===== src/hw/fcev_map.vh =====
// Summary of operation
// - code 01 checks every data-flash and program-flash block is erased.
// - code 08 erases all only when both disables and both open bits set.
// - code 09 erases the data-flash block only when its open bit is set.
// - code 0B erases all blocks, verifies them erased, then releases security.
// - code 0D sets the user margin read level for data-flash.
// - code 0E sets the field margin level, special modes only.
// - code 10 checks a count of data-flash words from an address is erased.
// - code 11 programs one to four data-flash words; code 12 erases a sector.
// - program or erase before divider initialized sets access error, command dropped.
// - unrecognized command code sets access error and is not processed.
// - a read of the busy block returns invalid data.
// - such a read sets both fault flags if clear and captures its address.
// - launching a command other than 0D or 0E clears command complete; the flag sets again when done.
// - verify-all and verify-block with index other than 000 set access error.
// - verify-block selects the block from address bits 22:16 in word zero.
// - verify-block with no valid block at those bits sets access error.
// - section verify takes block bits, phrase address, phrase count, index 010.
// - section verify flags bad address or phrase address not 8-byte aligned.
// - section verify flags a range crossing a 256 Kbyte boundary.
// - a command not permitted in the current mode sets access error.
// - verifies never set protection violation; read errors set verify statuses.
// - codes 08 and 0B run only in special modes.
`ifndef FCEV_MAP_VH
`define FCEV_MAP_VH
// ----------------------------------------
// command codes
// ----------------------------------------
`define FCEV_CMD_EV_ALL   8'h01
`define FCEV_CMD_EV_BLK   8'h02
`define FCEV_CMD_EV_PSEC  8'h03
`define FCEV_CMD_ERS_ALL  8'h08
`define FCEV_CMD_ERS_BLK  8'h09
`define FCEV_CMD_UNSEC    8'h0B
`define FCEV_CMD_USR_MRG  8'h0D
`define FCEV_CMD_FLD_MRG  8'h0E
`define FCEV_CMD_EV_DSEC  8'h10
`define FCEV_CMD_PRG_D    8'h11
`define FCEV_CMD_ERS_DSEC 8'h12
// ----------------------------------------
// parameter index values
// ----------------------------------------
`define FCEV_IX_0 3'h0
`define FCEV_IX_1 3'h1
`define FCEV_IX_2 3'h2
`define FCEV_IX_5 3'h5
// ----------------------------------------
// mode permission masks, bit n = mode n
// ----------------------------------------
`define FCEV_MODES_ALL  8'hFF
`define FCEV_MODES_STD  8'h1F
`define FCEV_MODES_SPC  8'hCC
`define FCEV_MODES_FLD  8'h0C
// ----------------------------------------
// array operation codes and constants
// ----------------------------------------
`define FCEV_OP_ERS_ALL 2'h0
`define FCEV_OP_ERS_BLK 2'h1
`define FCEV_OP_ERS_SEC 2'h2
`define FCEV_OP_PRG     2'h3
`define FCEV_ERASED     16'hFFFF
`define FCEV_BLK_LSB    16
`define FCEV_BND_LSB    18
`define FCEV_PHR_SHIFT  3
`endif


===== src/hw/fcev_seq.v =====
`timescale 1ns/1ps
`include "fcev_map.vh"
// ----------------------------------------
// flash command sequencer
// ----------------------------------------
module fcev_seq #(
  parameter [6:0]  PF_BLK_FIRST = 7'h7C,
  parameter [6:0]  PF_BLK_LAST  = 7'h7F,
  parameter [6:0]  DF_BLK       = 7'h10,
  parameter [22:0] PF_WORDS     = 23'h020000,
  parameter [22:0] DF_WORDS     = 23'h004000
) (
  input  wire        clock,
  input  wire        sys_rst,
  input  wire        cmd_launch,
  input  wire [7:0]  command_code,
  input  wire [2:0]  param_index,
  input  wire [95:0] command_param_array,
  input  wire        clkdiv_initialized,
  input  wire [2:0]  op_mode,
  input  wire        low_region_protect_disable,
  input  wire        high_region_protect_disable,
  input  wire        pflash_open_bit,
  input  wire        dflash_open_bit,
  input  wire        clear_access_error,
  input  wire        clear_protection_violation,
  input  wire        clear_fault_flags,
  input  wire        rd_req,
  input  wire [22:0] rd_addr,
  input  wire [15:0] arr_rd_data,
  input  wire        arr_rd_err,
  input  wire        arr_rd_uncorr,
  input  wire        arr_op_done,
  input  wire        arr_op_err,
  output wire        arr_rd_en,
  output wire [22:0] arr_rd_addr,
  output reg         arr_op_start_q,
  output reg  [1:0]  arr_op_code_q,
  output reg  [22:0] arr_op_addr_q,
  output reg  [15:0] arr_op_data_q,
  output reg         command_complete_flag,
  output reg         access_error_flag,
  output reg         protection_violation_flag,
  output reg         verify_error_status,
  output reg         uncorrectable_error_status,
  output reg         single_fault_detect_flag,
  output reg         double_fault_detect_flag,
  output reg  [22:0] ecc_cap_addr_q,
  output reg  [15:0] ecc_cap_data_q,
  output reg  [7:0]  ecc_cap_parity_q,
  output reg         rd_invalid_q,
  output reg  [15:0] user_margin_q,
  output reg  [15:0] field_margin_q,
  output reg         unsecured_q
);
  // ----------------------------------------
  // states
  // ----------------------------------------
  localparam [1:0] S_IDLE = 2'h0;
  localparam [1:0] S_OP   = 2'h1;
  localparam [1:0] S_VER  = 2'h2;

  reg [1:0]  state_q;
  reg [7:0]  cmd_q;
  reg        next_pf_q;
  reg        next_df_q;
  reg [1:0]  words_left_q;
  reg [47:0] prog_data_q;
  reg        busy_pf_q;
  reg        busy_df_q;
  reg        v_start_q;
  reg [22:0] v_base_q;
  reg [22:0] v_cnt_q;
  wire       v_done;
  wire       v_fail;
  wire       v_uncorr;

  wire [15:0] w0 = command_param_array[15:0];
  wire [15:0] w1 = command_param_array[31:16];
  wire [15:0] w2 = command_param_array[47:32];
  wire [6:0]  blk = w0[6:0];
  wire [22:0] gaddr = {blk, w1};
  wire [22:0] pf_base = {PF_BLK_FIRST, 16'h0000};
  wire [22:0] df_base = {DF_BLK, 16'h0000};

  function in_pf;
    input [6:0] b;
    begin
      in_pf = (b >= PF_BLK_FIRST) && (b <= PF_BLK_LAST);
    end
  endfunction

  // ----------------------------------------
  // launch checks
  // ----------------------------------------
  reg        known;
  reg [7:0]  modes;
  reg        ix_bad;
  reg        addr_bad;
  reg        prot_bad;
  reg        needs_clk;
  reg [23:0] sec_end;
  reg        acc_err;
  wire       launch_ok;

  always @* begin
    known     = 1'b1;
    modes     = `FCEV_MODES_STD;
    ix_bad    = 1'b0;
    addr_bad  = 1'b0;
    prot_bad  = 1'b0;
    needs_clk = 1'b0;
    sec_end   = {1'b0, gaddr} + {5'h00, w2, 3'h0} - 24'h000001;
    case (command_code)
      `FCEV_CMD_EV_ALL: begin
        modes  = `FCEV_MODES_ALL;
        ix_bad = param_index != `FCEV_IX_0;
      end
      `FCEV_CMD_EV_BLK: begin
        modes    = `FCEV_MODES_ALL;
        ix_bad   = param_index != `FCEV_IX_0;
        addr_bad = !in_pf(blk) && blk != DF_BLK;
      end
      `FCEV_CMD_EV_PSEC: begin
        ix_bad   = param_index != `FCEV_IX_2;
        addr_bad = !in_pf(blk) || gaddr[2:0] != 3'h0 ||
                   (w2 != 16'h0000 && sec_end[23:`FCEV_BND_LSB] != {1'b0, gaddr[22:`FCEV_BND_LSB]});
      end
      `FCEV_CMD_ERS_ALL: begin
        modes     = `FCEV_MODES_SPC;
        needs_clk = 1'b1;
        ix_bad    = param_index != `FCEV_IX_0;
        prot_bad  = !(low_region_protect_disable && high_region_protect_disable &&
                      pflash_open_bit && dflash_open_bit);
      end
      `FCEV_CMD_ERS_BLK: begin
        needs_clk = 1'b1;
        ix_bad    = param_index != `FCEV_IX_1;
        addr_bad  = !in_pf(blk) && blk != DF_BLK;
        prot_bad  = in_pf(blk) ? !(low_region_protect_disable && high_region_protect_disable &&
                                   pflash_open_bit) : !dflash_open_bit;
      end
      `FCEV_CMD_UNSEC: begin
        modes     = `FCEV_MODES_SPC;
        needs_clk = 1'b1;
        ix_bad    = param_index != `FCEV_IX_0;
      end
      `FCEV_CMD_USR_MRG: ix_bad = param_index != `FCEV_IX_1;
      `FCEV_CMD_FLD_MRG: begin
        modes  = `FCEV_MODES_FLD;
        ix_bad = param_index != `FCEV_IX_1;
      end
      `FCEV_CMD_EV_DSEC: begin
        ix_bad   = param_index != `FCEV_IX_2;
        addr_bad = blk != DF_BLK || gaddr[0];
      end
      `FCEV_CMD_PRG_D: begin
        needs_clk = 1'b1;
        ix_bad    = param_index < `FCEV_IX_2 || param_index > `FCEV_IX_5;
        addr_bad  = blk != DF_BLK || gaddr[0];
      end
      `FCEV_CMD_ERS_DSEC: begin
        needs_clk = 1'b1;
        ix_bad    = param_index != `FCEV_IX_1;
        addr_bad  = blk != DF_BLK || gaddr[0];
      end
      default: known = 1'b0;
    endcase
    acc_err = !known || ix_bad || addr_bad || !modes[op_mode] ||
              (needs_clk && !clkdiv_initialized);
  end

  assign launch_ok = cmd_launch && command_complete_flag && state_q == S_IDLE &&
                     !access_error_flag && !protection_violation_flag;
  wire launch_go = launch_ok && !acc_err && !prot_bad;

  // ----------------------------------------
  // collision detect
  // ----------------------------------------
  wire rd_hit = rd_req && !command_complete_flag &&
                ((busy_pf_q && in_pf(rd_addr[22:16])) || (busy_df_q && rd_addr[22:16] == DF_BLK));

  // ----------------------------------------
  // sequencer
  // ----------------------------------------
  always @(posedge clock) begin
    if (sys_rst) begin
      state_q                    <= S_IDLE;
      cmd_q                      <= 8'h00;
      next_pf_q                  <= 1'b0;
      next_df_q                  <= 1'b0;
      words_left_q               <= 2'h0;
      prog_data_q                <= 48'h000000000000;
      busy_pf_q                  <= 1'b0;
      busy_df_q                  <= 1'b0;
      v_start_q                  <= 1'b0;
      v_base_q                   <= 23'h000000;
      v_cnt_q                    <= 23'h000000;
      arr_op_start_q             <= 1'b0;
      arr_op_code_q              <= 2'h0;
      arr_op_addr_q              <= 23'h000000;
      arr_op_data_q              <= 16'h0000;
      command_complete_flag      <= 1'b1;
      verify_error_status        <= 1'b0;
      uncorrectable_error_status <= 1'b0;
      user_margin_q              <= 16'h0000;
      field_margin_q             <= 16'h0000;
      unsecured_q                <= 1'b0;
    end else begin
      v_start_q      <= 1'b0;
      arr_op_start_q <= 1'b0;
      case (state_q)
        S_IDLE: begin
          if (launch_go) begin
            command_complete_flag      <= 1'b0;
            cmd_q                      <= command_code;
            verify_error_status        <= 1'b0;
            uncorrectable_error_status <= 1'b0;
            next_pf_q                  <= 1'b0;
            next_df_q                  <= 1'b0;
            busy_pf_q                  <= 1'b0;
            busy_df_q                  <= 1'b0;
            state_q                    <= S_VER;
            arr_op_addr_q              <= gaddr;
            case (command_code)
              `FCEV_CMD_EV_ALL: begin
                v_start_q <= 1'b1;
                v_base_q  <= pf_base;
                v_cnt_q   <= PF_WORDS;
                next_df_q <= 1'b1;
                busy_pf_q <= 1'b1;
                busy_df_q <= 1'b1;
              end
              `FCEV_CMD_EV_BLK: begin
                v_start_q <= 1'b1;
                v_base_q  <= in_pf(blk) ? pf_base : df_base;
                v_cnt_q   <= in_pf(blk) ? PF_WORDS : DF_WORDS;
                busy_pf_q <= in_pf(blk);
                busy_df_q <= !in_pf(blk);
              end
              `FCEV_CMD_EV_PSEC: begin
                v_start_q <= 1'b1;
                v_base_q  <= gaddr;
                v_cnt_q   <= {5'h00, w2, 2'h0};
                busy_pf_q <= 1'b1;
              end
              `FCEV_CMD_EV_DSEC: begin
                v_start_q <= 1'b1;
                v_base_q  <= gaddr;
                v_cnt_q   <= {7'h00, w2};
                busy_df_q <= 1'b1;
              end
              `FCEV_CMD_ERS_ALL, `FCEV_CMD_UNSEC: begin
                arr_op_start_q <= 1'b1;
                arr_op_code_q  <= `FCEV_OP_ERS_ALL;
                next_pf_q      <= command_code == `FCEV_CMD_UNSEC;
                busy_pf_q      <= 1'b1;
                busy_df_q      <= 1'b1;
                state_q        <= S_OP;
              end
              `FCEV_CMD_ERS_BLK: begin
                arr_op_start_q <= 1'b1;
                arr_op_code_q  <= `FCEV_OP_ERS_BLK;
                arr_op_addr_q  <= {blk, 16'h0000};
                busy_pf_q      <= in_pf(blk);
                busy_df_q      <= !in_pf(blk);
                state_q        <= S_OP;
              end
              `FCEV_CMD_ERS_DSEC: begin
                arr_op_start_q <= 1'b1;
                arr_op_code_q  <= `FCEV_OP_ERS_SEC;
                busy_df_q      <= 1'b1;
                state_q        <= S_OP;
              end
              `FCEV_CMD_PRG_D: begin
                arr_op_start_q <= 1'b1;
                arr_op_code_q  <= `FCEV_OP_PRG;
                arr_op_data_q  <= w2;
                prog_data_q    <= command_param_array[95:48];
                words_left_q   <= param_index[1:0] - 2'h2;
                busy_df_q      <= 1'b1;
                state_q        <= S_OP;
              end
              `FCEV_CMD_USR_MRG: begin
                user_margin_q         <= w1;
                command_complete_flag <= 1'b1;
                state_q               <= S_IDLE;
              end
              default: begin
                field_margin_q        <= w1;
                command_complete_flag <= 1'b1;
                state_q               <= S_IDLE;
              end
            endcase
          end
        end
        S_OP: begin
          if (arr_op_done) begin
            if (arr_op_err) begin
              verify_error_status   <= 1'b1;
              command_complete_flag <= 1'b1;
              state_q               <= S_IDLE;
            end else if (cmd_q == `FCEV_CMD_PRG_D && words_left_q != 2'h0) begin
              arr_op_start_q <= 1'b1;
              arr_op_addr_q  <= arr_op_addr_q + 23'h000002;
              arr_op_data_q  <= prog_data_q[15:0];
              prog_data_q    <= {16'h0000, prog_data_q[47:16]};
              words_left_q   <= words_left_q - 2'h1;
            end else if (next_pf_q) begin
              v_start_q <= 1'b1;
              v_base_q  <= pf_base;
              v_cnt_q   <= PF_WORDS;
              next_pf_q <= 1'b0;
              next_df_q <= 1'b1;
              state_q   <= S_VER;
            end else begin
              command_complete_flag <= 1'b1;
              state_q               <= S_IDLE;
            end
          end
        end
        S_VER: begin
          if (v_done) begin
            if (v_fail)
              verify_error_status <= 1'b1;
            if (v_uncorr)
              uncorrectable_error_status <= 1'b1;
            if (next_df_q) begin
              v_start_q <= 1'b1;
              v_base_q  <= df_base;
              v_cnt_q   <= DF_WORDS;
              next_df_q <= 1'b0;
            end else begin
              if (cmd_q == `FCEV_CMD_UNSEC && !v_fail && !verify_error_status)
                unsecured_q <= 1'b1;
              command_complete_flag <= 1'b1;
              state_q               <= S_IDLE;
            end
          end
        end
        default: state_q <= S_IDLE;
      endcase
    end
  end

  // ----------------------------------------
  // status flags, set wins over clear
  // ----------------------------------------
  always @(posedge clock) begin
    if (sys_rst) begin
      access_error_flag         <= 1'b0;
      protection_violation_flag <= 1'b0;
    end else begin
      if (launch_ok && acc_err)
        access_error_flag <= 1'b1;
      else if (clear_access_error)
        access_error_flag <= 1'b0;
      if (launch_ok && !acc_err && prot_bad)
        protection_violation_flag <= 1'b1;
      else if (clear_protection_violation)
        protection_violation_flag <= 1'b0;
    end
  end

  // ----------------------------------------
  // invalid read capture
  // ----------------------------------------
  always @(posedge clock) begin
    if (sys_rst) begin
      single_fault_detect_flag <= 1'b0;
      double_fault_detect_flag <= 1'b0;
      ecc_cap_addr_q           <= 23'h000000;
      ecc_cap_data_q           <= 16'h0000;
      ecc_cap_parity_q         <= 8'h00;
      rd_invalid_q             <= 1'b0;
    end else begin
      rd_invalid_q <= rd_hit;
      if (rd_hit && !single_fault_detect_flag && !double_fault_detect_flag) begin
        single_fault_detect_flag <= 1'b1;
        double_fault_detect_flag <= 1'b1;
        ecc_cap_addr_q           <= rd_addr;
        ecc_cap_data_q           <= 16'h0000;
        ecc_cap_parity_q         <= 8'h00;
      end else if (clear_fault_flags) begin
        single_fault_detect_flag <= 1'b0;
        double_fault_detect_flag <= 1'b0;
      end
    end
  end

  // ----------------------------------------
  // erased-state scanner
  // ----------------------------------------
  fcev_verify #(
    .AW (23),
    .DW (16)
  ) u_verify (
    .clock         (clock),
    .sys_rst       (sys_rst),
    .start         (v_start_q),
    .base          (v_base_q),
    .count         (v_cnt_q),
    .arr_rd_data   (arr_rd_data),
    .arr_rd_err    (arr_rd_err),
    .arr_rd_uncorr (arr_rd_uncorr),
    .arr_rd_en_q   (arr_rd_en),
    .arr_rd_addr_q (arr_rd_addr),
    .done_q        (v_done),
    .fail_q        (v_fail),
    .uncorr_q      (v_uncorr)
  );
endmodule


===== src/hw/fcev_verify.v =====
`timescale 1ns/1ps
`include "fcev_map.vh"
// ----------------------------------------
// erased-state scanner over the array read port
// ----------------------------------------
module fcev_verify #(
  parameter AW = 23,
  parameter DW = 16
) (
  input  wire          clock,
  input  wire          sys_rst,
  input  wire          start,
  input  wire [AW-1:0] base,
  input  wire [AW-1:0] count,
  input  wire [DW-1:0] arr_rd_data,
  input  wire          arr_rd_err,
  input  wire          arr_rd_uncorr,
  output reg           arr_rd_en_q,
  output reg  [AW-1:0] arr_rd_addr_q,
  output reg           done_q,
  output reg           fail_q,
  output reg           uncorr_q
);
  reg          busy_q;
  reg [AW-1:0] addr_q;
  reg [AW-1:0] remain_q;

  always @(posedge clock) begin
    if (sys_rst) begin
      busy_q        <= 1'b0;
      addr_q        <= {AW{1'b0}};
      remain_q      <= {AW{1'b0}};
      arr_rd_en_q   <= 1'b0;
      arr_rd_addr_q <= {AW{1'b0}};
      done_q        <= 1'b0;
      fail_q        <= 1'b0;
      uncorr_q      <= 1'b0;
    end else begin
      done_q      <= 1'b0;
      arr_rd_en_q <= 1'b0;
      if (start) begin
        busy_q   <= 1'b1;
        addr_q   <= base;
        remain_q <= count;
        fail_q   <= 1'b0;
        uncorr_q <= 1'b0;
      end else if (busy_q) begin
        if (arr_rd_en_q) begin
          if (arr_rd_data != `FCEV_ERASED || arr_rd_err)
            fail_q <= 1'b1;
          if (arr_rd_uncorr)
            uncorr_q <= 1'b1;
        end
        if (remain_q != {AW{1'b0}}) begin
          arr_rd_en_q   <= 1'b1;
          arr_rd_addr_q <= addr_q;
          addr_q        <= addr_q + {{(AW-2){1'b0}}, 2'h2};
          remain_q      <= remain_q - {{(AW-1){1'b0}}, 1'b1};
        end else if (!arr_rd_en_q) begin
          busy_q <= 1'b0;
          done_q <= 1'b1;
        end
      end
    end
  end
endmodule


===== config.mk =====
export PLATFORM = sky130hd
export DESIGN_NAME = fcev_seq
export DESIGN_NICKNAME = d
export VERILOG_FILES = /design/src/hw/fcev_seq.v /design/src/hw/fcev_verify.v
export VERILOG_INCLUDE_DIRS = /design/src /design/src/hw
export SDC_FILE = /design/constraint.sdc
export NUM_CORES = 1
export LEC_CHECK = 0
export ABC_CLOCK_PERIOD_IN_PS = 10700
export BUFFER_PORTS_ARGS = -buffer_cell sky130_fd_sc_hd__buf_2
export CORE_ASPECT_RATIO = 0.7
export CORE_UTILIZATION = 60
export DETAILED_ROUTE_END_ITERATION = 6
export PLACE_DENSITY_LB_ADDON = 0.25
export SYNTH_ARGS = -nofsm -noshare
export SYNTH_HDL_FRONTEND = slang
export SYNTH_SLANG_ARGS = --single-unit

===== constraint.sdc =====
create_clock -name clock -period 10.7 [get_ports clock]
set_input_delay 2.14 -clock clock [delete_from_list [all_inputs] [get_ports clock]]
set_output_delay 2.14 -clock clock [all_outputs]
set_load 0.005 [all_outputs]

* Word-level counts from Yosys, hierarchy flattened *
Cells that the tools add are included.

cells by class
  add/sub/neg operators = 7
  order comparisons = 7
  eq/ne operators = 38
  multiplexer cells = 129
  bitwise logic cells = 4
  reduce and logical (&&, ||, !) cells = 101

operators by type and width
  operator                                                               count
  23-bit 2-to-1 mux                                                      25
  48-bit 2-to-1 mux                                                      5
  23-bit case mux with 3 select lines                                    3
  16-bit 2-to-1 mux                                                      6
  48-bit case mux with 2 select lines                                    1
  23-bit case mux with 4 select lines                                    1
  1-bit 2-to-1 mux                                                       55
  8-bit by 4-bit equality test with 1-bit output, second input constant  6
  23-bit by 2-bit adder with 23-bit output, second input constant        2
  23-bit case mux with 2 select lines                                    1
  8-bit by 5-bit equality test with 1-bit output, second input constant  4
  16-bit case mux with 2 select lines                                    1
  1-bit logical AND                                                      25
  23-bit by 19-bit adder with 24-bit output                              1
  2-bit 2-to-1 mux                                                       12
  8-bit case mux with 3 select lines                                     1
  24-bit by 1-bit subtractor with 24-bit output, second input constant   1
  23-bit nonzero test                                                    1
  23-bit by 1-bit subtractor with 23-bit output, second input constant   1
  4-bit OR reduction                                                     5
  18-bit 2-to-1 mux                                                      1
  2-bit inequality test, second input constant                           9
  3-bit AND reduction                                                    6
  9-bit AND reduction                                                    2
  other kinds (48)                                                       111

storage, ports and cells
  flip-flop bits (word level) = 290
  input bits = 165
  output and inout port bits = 154
  logic and storage cells = 320

* Longest topological paths before layout *
Gate-level depths: netlist of run 1.

  depth after elaboration = 14
  gate-level depth with buffers = 18
  mapped depth without buffers = 15

* Modules after synthesis *
From an unflattened synthesis of run 1, not the netlist that was laid out.

second synthesis, totals
  cell total of the unflattened synthesis = 2,004
  area, all modules = 15,971.6 µm²

by module, submodules not included
  module       instances  cells an instance  area each (µm²)  seq. area each (µm²)
  fcev_seq     1          1,557              12,235.5         4,224.1
  fcev_verify  1          447                3,736.1          1,481.4

* Worst setup path before layout of run 1 *
No wires, ideal clock.

  kind = input port to flip-flop
  start point = input port command_param_array[30]
  end point = register user_margin_q[10]
  setup time = 128 ps
  data arrival time = 6,038 ps
  required time = 10,572 ps
  path slack = 4,534 ps
  stages on the path = 17
  buffers on the path = 2
  cell sequence = inv_1 > ha_1 > inv_1 > ha_1 > nand4_2 > or4_4 > a2111oi_4 > o21ai_1 > nor4b_1 > or3_1 > a2111o_1 > a211oi_4 > or3b_1 > buf_6 > buf_6 > mux2i_1 > nor2_1

on the way
  cells in the longest elaborated chain, start to end = 13

RTL lines
  what                                              RTL line        RTL
  start, declared                                   fcev_seq.v:18   input wire [95:0] command_param_array,
  23-bit by 19-bit adder with 24-bit output         fcev_seq.v:113  sec_end = {1'b0, gaddr} + {5'h00, w2, 3'h0} - 24'h000001;
  24-bit by 1-bit subtractor with 24-bit output     fcev_seq.v:113
  6-bit by 5-bit inequality test with 1-bit output  fcev_seq.v:127  (w2 != 16'h0000 && sec_end[23:`FCEV_BND_LSB] != {1'b0, gaddr[22:`FCEV_BND_LSB]});
  1-bit logical AND                                 fcev_seq.v:127
  1-bit logical OR                                  fcev_seq.v:126  addr_bad = !in_pf(blk) || gaddr[2:0] != 3'h0 ||
  1-bit case mux with 3 select lines                fcev_seq.v:114  case (command_code)
  1-bit logical OR (3 in a row)                     fcev_seq.v:169  acc_err = !known || ix_bad || addr_bad || !modes[op_mode] ||
  1-bit logical NOT                                 fcev_seq.v:175  wire launch_go = launch_ok && !acc_err && !prot_bad;
  1-bit logical AND (2 in a row)                    fcev_seq.v:175
  3-bit AND reduction (no source line)              n/a
  end signal, assigned                              fcev_seq.v:285  user_margin_q <= w1;
  end, declared                                     fcev_seq.v:52   output reg [15:0] user_margin_q,

Every way passes these cells.
A chain may end at the register's enable or synchronous reset.

* Final worst setup path of run 1 *
  start point = input port command_param_array[30]
  end point = register user_margin_q[1]

The elaborated chain is that of the path after synthesis.

==> flow_summary.toml, run 1 <==
[timing]
setup_ws_ns = 3.814
period_share_pct = 64.36
setup_viol = 0
setup-tns-final_ns = 0
hold_ws_ns = 0.4516
drv_slew = 0
finalClockSkew_ns = 0.01419
tightestPinTransition_ns = 1.195
hold_viol_final = 0
slew_headroom_pct = 20.26
finalWorstPathRequiredPeriod_ns = 6.886
grt_setup_unrepaired = "no"
max_freq_ghz = 0.1452

[die]
dieArea_sq_um = 25270
die_w_microns = 189.6
initial_core_util_pct = 61.90
rows = 47
ios = 319
core-area_sq_um = 23880
dieHeight_microns = 133.3

[hold_path]
hold_path_class = "reg2reg"

[cells_and_area]
syn2layout_area_growth_pct = 16.30
multi_input_area_sq_um = 8180
drive_gt1_share_pct = 17.45
final_nets = 2267
fillers = 1912
register_area_sq_um = 5707
antenna_cells = 0

[power]
finalPower_w = 0.002576
power.leakage_nw = 7.122
ir_drop_v = 0.0001222
power_density_nw_per_um2 = 149.9

[yosys]
synth_top_cell_by_area = "dfxtp_1"
synthFlopType = "dfxtp_1"
synth_edf_count = 0
synth_seq_cells = 285
synth_cell_types = 80
synth_seq_area_share_pct = 38.61
netlist_top_cells_area = "dfxtp_1 (39%), mux2i_1 (8.6%), nor2_1 (6.6%), a21oi_1 (6.0%), nand2_1 (4.3%)"
netlist_instances = 1840
avgSynthCellArea_sq_um = 8.031
synthesis.area_sq_um = 14780
synth_top_area_share_pct = 38.61
ys_warn_count = 0
synth-async-reset-ratio_pct = 0

[clocking]
cts_made_buffers = 27
hold_buffers = 0
cts_setup_buffers = 0
cts_resized = 0
clock_sink_count = 285
cts_htree_levels = 1
insertion_delay_ns = 0.54
cts_tree = "built"
cts_root_buf = "clkbuf_16"
clockBufferDepth = 3
clkTransAtPathRegs_ns = 0.07

[grt]
antenna_found_initial = 0
grt_max_degree = 115
grt_pass1_wl_microns = 70680
grt_use_total_pct = 35.13
first_global_vias = 13216
grt-ovfl-total = 0

[setup_path]
crit_required_ns = 11.10
crit_path_cell_trace = "buf_2, inv_1, ha_1, inv_1, ha_1, nand4_2, or4_4, a21oi_1, and4b_1, nor4b_1, nand3_1, a2111o_1, a211oi_4, buf_4, or3b_1, mux2i_1, nor2_1"
slowest_stage = "or3b_1"
worstSetupPathType = "in2reg"
worst_ep_arrival_time_ns = 7.29
critPathBufInv = 4
critical_path.top_delay_family = "simple AND/OR/NAND/NOR gates"
startpoint_type = "input port"
slowest_delay_ns = 0.80
endpoint_kind = "register"
path_max_fanout = 16

[route]
drt_iter0_drc = 1207
drcViolationCount = 0
met2WireLength_microns = 20720
vias = 14418
met1Wirelength_microns = 19380
ant_nets = 0
viasPerCell = 6.028
top_layer_used = "met4"
wire_per_inst_microns = 19.19
wirelength_microns = 45910
first_pass_iters = 7
routed-wl-met3_microns = 4717

[job]
cap_violations = 0

[placement]
gp_congestion = 0.9716
hpwl_microns = 33090
port_buffers = 285
dp_slack_ns = 3.351

[outcome]
outcome = "finished, final reports clean"
==> Yosys cell counts, types with 17 or more instances <==
cell / count
inv_1: 101
xnor2_1: 27
clkbuf_1: 83
a21oi_1: 176
o21ai_0: 41
nand3_1: 67
dfxtp_1: 285
nor2_1: 261
nand2b_1: 34
nor3_1: 42
a211oi_1: 68
and3_1: 21
ha_1: 48
nand2_1: 171
buf_4: 26
mux2i_1: 127
buf_1: 17
a22oi_1: 26
nand4_1: 20
xor2_1: 20
==> cells by family (layout without fill, tap and decap cells) <==
kind of cell | Yosys count | count (layout) | share of synthesized area [%]
buffers and inverters | 238 | 449 | 6.875
AOI/OAI and AO/OA | 401 | 401 | 17.28
adders and majority gates | 48 | 48 | 4.064
DFF | 285 | 285 | 38.61
muxes | 128 | 128 | 8.678
other | 1 | 24 | 0.02538
xor gates and xnor gates | 47 | 47 | 2.786
and+or+nand+nor | 692 | 692 | 21.68
==> through the flow <==
stage,util (%),cells,instance area [sq um]
2_1_floorplan,-,1863,14860
3_3_place_gp,67.84,2343,16200
3_5_place_dp,67.84,2343,16200
4_1_cts,71.98,2392,17190
5_1_grt,71.98,2392,17190
6_report,71.98,2392,17190
==> worst paths after layout <==
| kind | end | slack [ns] | cells past startpoint | start |
|---|---|---|---|---|
| setup / recovery | user_margin_q[1] | 3.81 | 17 | command_param_array[30] |
| hold reg to reg | prog_data_q[33] | 0.45 | 2 | prog_data_q[33] |
| setup reg to reg | v_cnt_q[4] | 6.56 | 11 | state_q[0] |
| hold / removal | prog_data_q[33] | 0.45 | 2 | prog_data_q[33] |
==> registers in the layout, indices dropped and copies added (netlist names), 8 cells and up <==
| register | count |
|---|---|
| user_margin_q | 16 |
| ecc_cap_addr_q | 23 |
| cmd_q | 8 |
| arr_op_data_q | 16 |
| u_verify.addr_q | 23 |
| u_verify.arr_rd_addr_q | 23 |
| v_base_q | 23 |
| u_verify.remain_q | 23 |
| arr_op_addr_q | 23 |
| v_cnt_q | 18 |
| field_margin_q | 16 |
| prog_data_q | 48 |
==> worst min-delay path: stages, from the launching register on <==
cell and delay, ns:
dfxtp_1 0.31, nand2_1 0.05, a21oi_1 0.05
==> layer usage <==
metal	vias up	global-route usage [%]
met5	-	0
met3	99	8.351
met4	0	9.409
li1	6811	-
met1	6792	46.32
met2	716	57.53
==> cell type report <==
cell class,instances,share of cell area (%)
sequential,285,33.20
inverter,102,2.228
clock inverter,9,1.012
tap,318,2.315
multi-input combinational,1340,47.60
timing repair buffer,298,8.904
clock buffer,40,4.739
==> placed cells by master, fill, tap and decap left out, types with 41 or more instances in the layout <==
master and instances:
o21ai_0 41, dfxtp_1 284, nand3_1 67, a21oi_1 174, a211oi_1 68, nand2_1 171
mux2i_1 127, nor2_1 260, ha_1 47, buf_2 284, inv_1 101, nor3_1 42
==> report_power, final <==
| group | total [W] | internal, W | switching [W] |
|---|---|---|---|
| sequential | 0.00114 | 0.00111 | 0.0000369 |
| combinational | 0.000370 | 0.000139 | 0.000231 |
| clock | 0.00106 | 0.000646 | 0.000415 |
Power figures use the tool's default switching activity.
==> run 2, diff against run 1 <==
--- a/config.mk
+++ b/config.mk
@@ -6,10 +6,10 @@
 export SDC_FILE = /design/constraint.sdc
 export NUM_CORES = 1
 export LEC_CHECK = 0
-export ABC_CLOCK_PERIOD_IN_PS = 10700
+export ABC_CLOCK_PERIOD_IN_PS = 5700
 export BUFFER_PORTS_ARGS = -buffer_cell sky130_fd_sc_hd__buf_2
 export CORE_ASPECT_RATIO = 0.7
-export CORE_UTILIZATION = 60
+export CORE_UTILIZATION = 50
 export DETAILED_ROUTE_END_ITERATION = 6
 export PLACE_DENSITY_LB_ADDON = 0.25
 export SYNTH_ARGS = -nofsm -noshare
==> constraint.sdc (replaced) <==
create_clock -name clock -period 5.7 [get_ports clock]
set_input_delay 1.14 -clock clock [delete_from_list [all_inputs] [get_ports clock]]
set_output_delay 1.14 -clock clock [all_outputs]
set_load 0.005 [all_outputs]
==> run 2 against run 1 <==
- critical path type unchanged
- power rose by 90%
- utilization is 11 points lower
- count of clock-buffer cells in the layout decreased by 6
- largest power group unchanged
- critical path depth unchanged
- non-clock buffer count increased by 18
- wire length fell by 1.3%
- largest cell class unchanged
- hold slack worse by 0.0010 ns
- clock power rose by 91%
- sequential share of layout area shrank 0.64 points
==> flow_summary.toml, run 2 (synthesis results as in run 1) <==
[timing]
grt_setup_unrepaired = "no"
setup_ws_ns = 0.6599
max_freq_ghz = 0.1984
slew_headroom_pct = 18.46
period_share_pct = 88.42
drv_slew = 0
finalClockSkew_ns = 0.03113
tightestPinTransition_ns = 1.222
finalWorstPathRequiredPeriod_ns = 5.040
hold_viol_final = 0
setup_viol = 0
setup-tns-final_ns = 0

[die]
ios = 319
initial_core_util_pct = 51.04
core-area_sq_um = 28950
dieHeight_microns = 145.8
rows = 52
die_w_microns = 207.5
dieArea_sq_um = 30260

[route]
drcViolationCount = 0
wirelength_microns = 45290
vias = 14041
drt_iter0_drc = 1239
first_pass_iters = 6
wire_per_inst_microns = 18.26
ant_nets = 0
viasPerCell = 5.662

[grt]
grt-ovfl-total = 0
grt_use_total_pct = 29.26
antenna_found_initial = 5
grt_max_degree = 99
grt_pass1_wl_microns = 70930
first_global_vias = 12837

[clocking]
clockBufferDepth = 3
cts_tree = "built"
hold_buffers = 0
insertion_delay_ns = 0.58
clock_sink_count = 285
cts_setup_buffers = 0
cts_made_buffers = 29
cts_root_buf = "clkbuf_16"
cts_htree_levels = 1
cts_resized = 0
clkTransAtPathRegs_ns = 0.06

[setup_path]
endpoint_kind = "register"
worstSetupPathType = "in2reg"
path_max_fanout = 29
crit_required_ns = 6.19
worst_ep_arrival_time_ns = 5.53
startpoint_type = "input port"

[power]
power_density_nw_per_um2 = 278.5
ir_drop_v = 0.0002299
power.leakage_nw = 7.240
finalPower_w = 0.004881

[placement]
place_area_sq_um = 16500
dp_slack_ns = 0.1562
dp_cells = 2421
port_buffers = 285
gp_congestion = 0.9735
hpwl_microns = 33430

[cells_and_area]
fillers = 2613
regMostFlops = "prog_data_q"
syn2layout_area_growth_pct = 18.59
final_nets = 2287
layout_common_cells = "dfxtp_1 (284), buf_2 (284), nor2_1 (260), a21oi_1 (174), nand2_1 (171)"
stdcell_count = 2480
drive_gt1_share_pct = 18.45
largest_register_ffs = 48
fin_area_sq_um = 17530

[job]
cap_violations = 0

[outcome]
outcome = "finished, final reports clean"

[hold_path]
hold_path_class = "reg2reg"
-- run 2: changes by cell type in the layout (fill, tap and decap cells not counted), sizes merged --
cell	before	now
inv	103	106
clkinvlp	0	4
buf	298	315
clkbuf	40	35
diode	0	5
clkinv	3	8
bufinv	5	4
-- run 2: area by class of cell --
type | count | area [sq um] | share of cell area [%]
tap | 378 | 473.0 | 2.699
sequential | 285 | 5707 | 32.56
clock buffer | 34 | 774.5 | 4.419
inverter | 102 | 382.9 | 2.185
antenna | 5 | 12.51 | 0.07139
timing repair buffer | 316 | 1755 | 10.02
clock inverter | 20 | 240.2 | 1.371
multi-input combinational | 1340 | 8180 | 46.68
-- run 2: metal layers --
layer / vias to the layer above / GRT usage (%) / share of wire, %
met5: - / 0 / 0.035
met4: 2 / 9.515 / 3.1
met3: 99 / 7.445 / 9.2
met2: 566 / 45.88 / 44
met1: 6507 / 39.28 / 44
li1: 6867 / - / -
-- run 2: worst max-delay path: stages --
cell and delay [ns]:
buf_2 0.27, inv_1 0.09, ha_1 0.29, inv_1 0.04, ha_1 0.30, nand2_1 0.11, or4_4 0.57, a21oi_1 0.21
and4b_1 0.22, nor4b_1 0.44, nand3_1 0.17, a2111o_1 0.47, a211o_1 0.37, a21oi_2 0.20, buf_12 0.19, nand2_1 0.22
o2bb2ai_1 0.23
-- run 2: final timing paths --
path	startpoint	end	slack, ns	cells after the start
worst max register to register	u_verify.remain_q[3]	u_verify.remain_q[9]	1.85	11
worst min register to register	u_verify.arr_rd_addr_q[15]	u_verify.arr_rd_addr_q[15]	0.45	2
worst min-delay path	u_verify.arr_rd_addr_q[15]	u_verify.arr_rd_addr_q[15]	0.45	2
worst max-delay path	command_param_array[29]	arr_op_addr_q[22]	0.66	17
-- run 2: where the power goes --
group | leakage (nW) | internal (W) | total (W) | switching [W]
Clock | 0.493 | 0.00117 | 0.00202 | 0.000853
Combinational | 4.45 | 0.000280 | 0.000717 | 0.000437
Sequential | 2.30 | 0.00208 | 0.00214 | 0.0000637
-- run 2: stage by stage --
step	utilization, %	hold slack, ns
floorplan	-	0.4312
global placement	56.98	0.4379
detailed placement	56.98	0.4435
CTS	60.49	0.4528
global route	60.51	0.4742
finish	60.53	0.4505
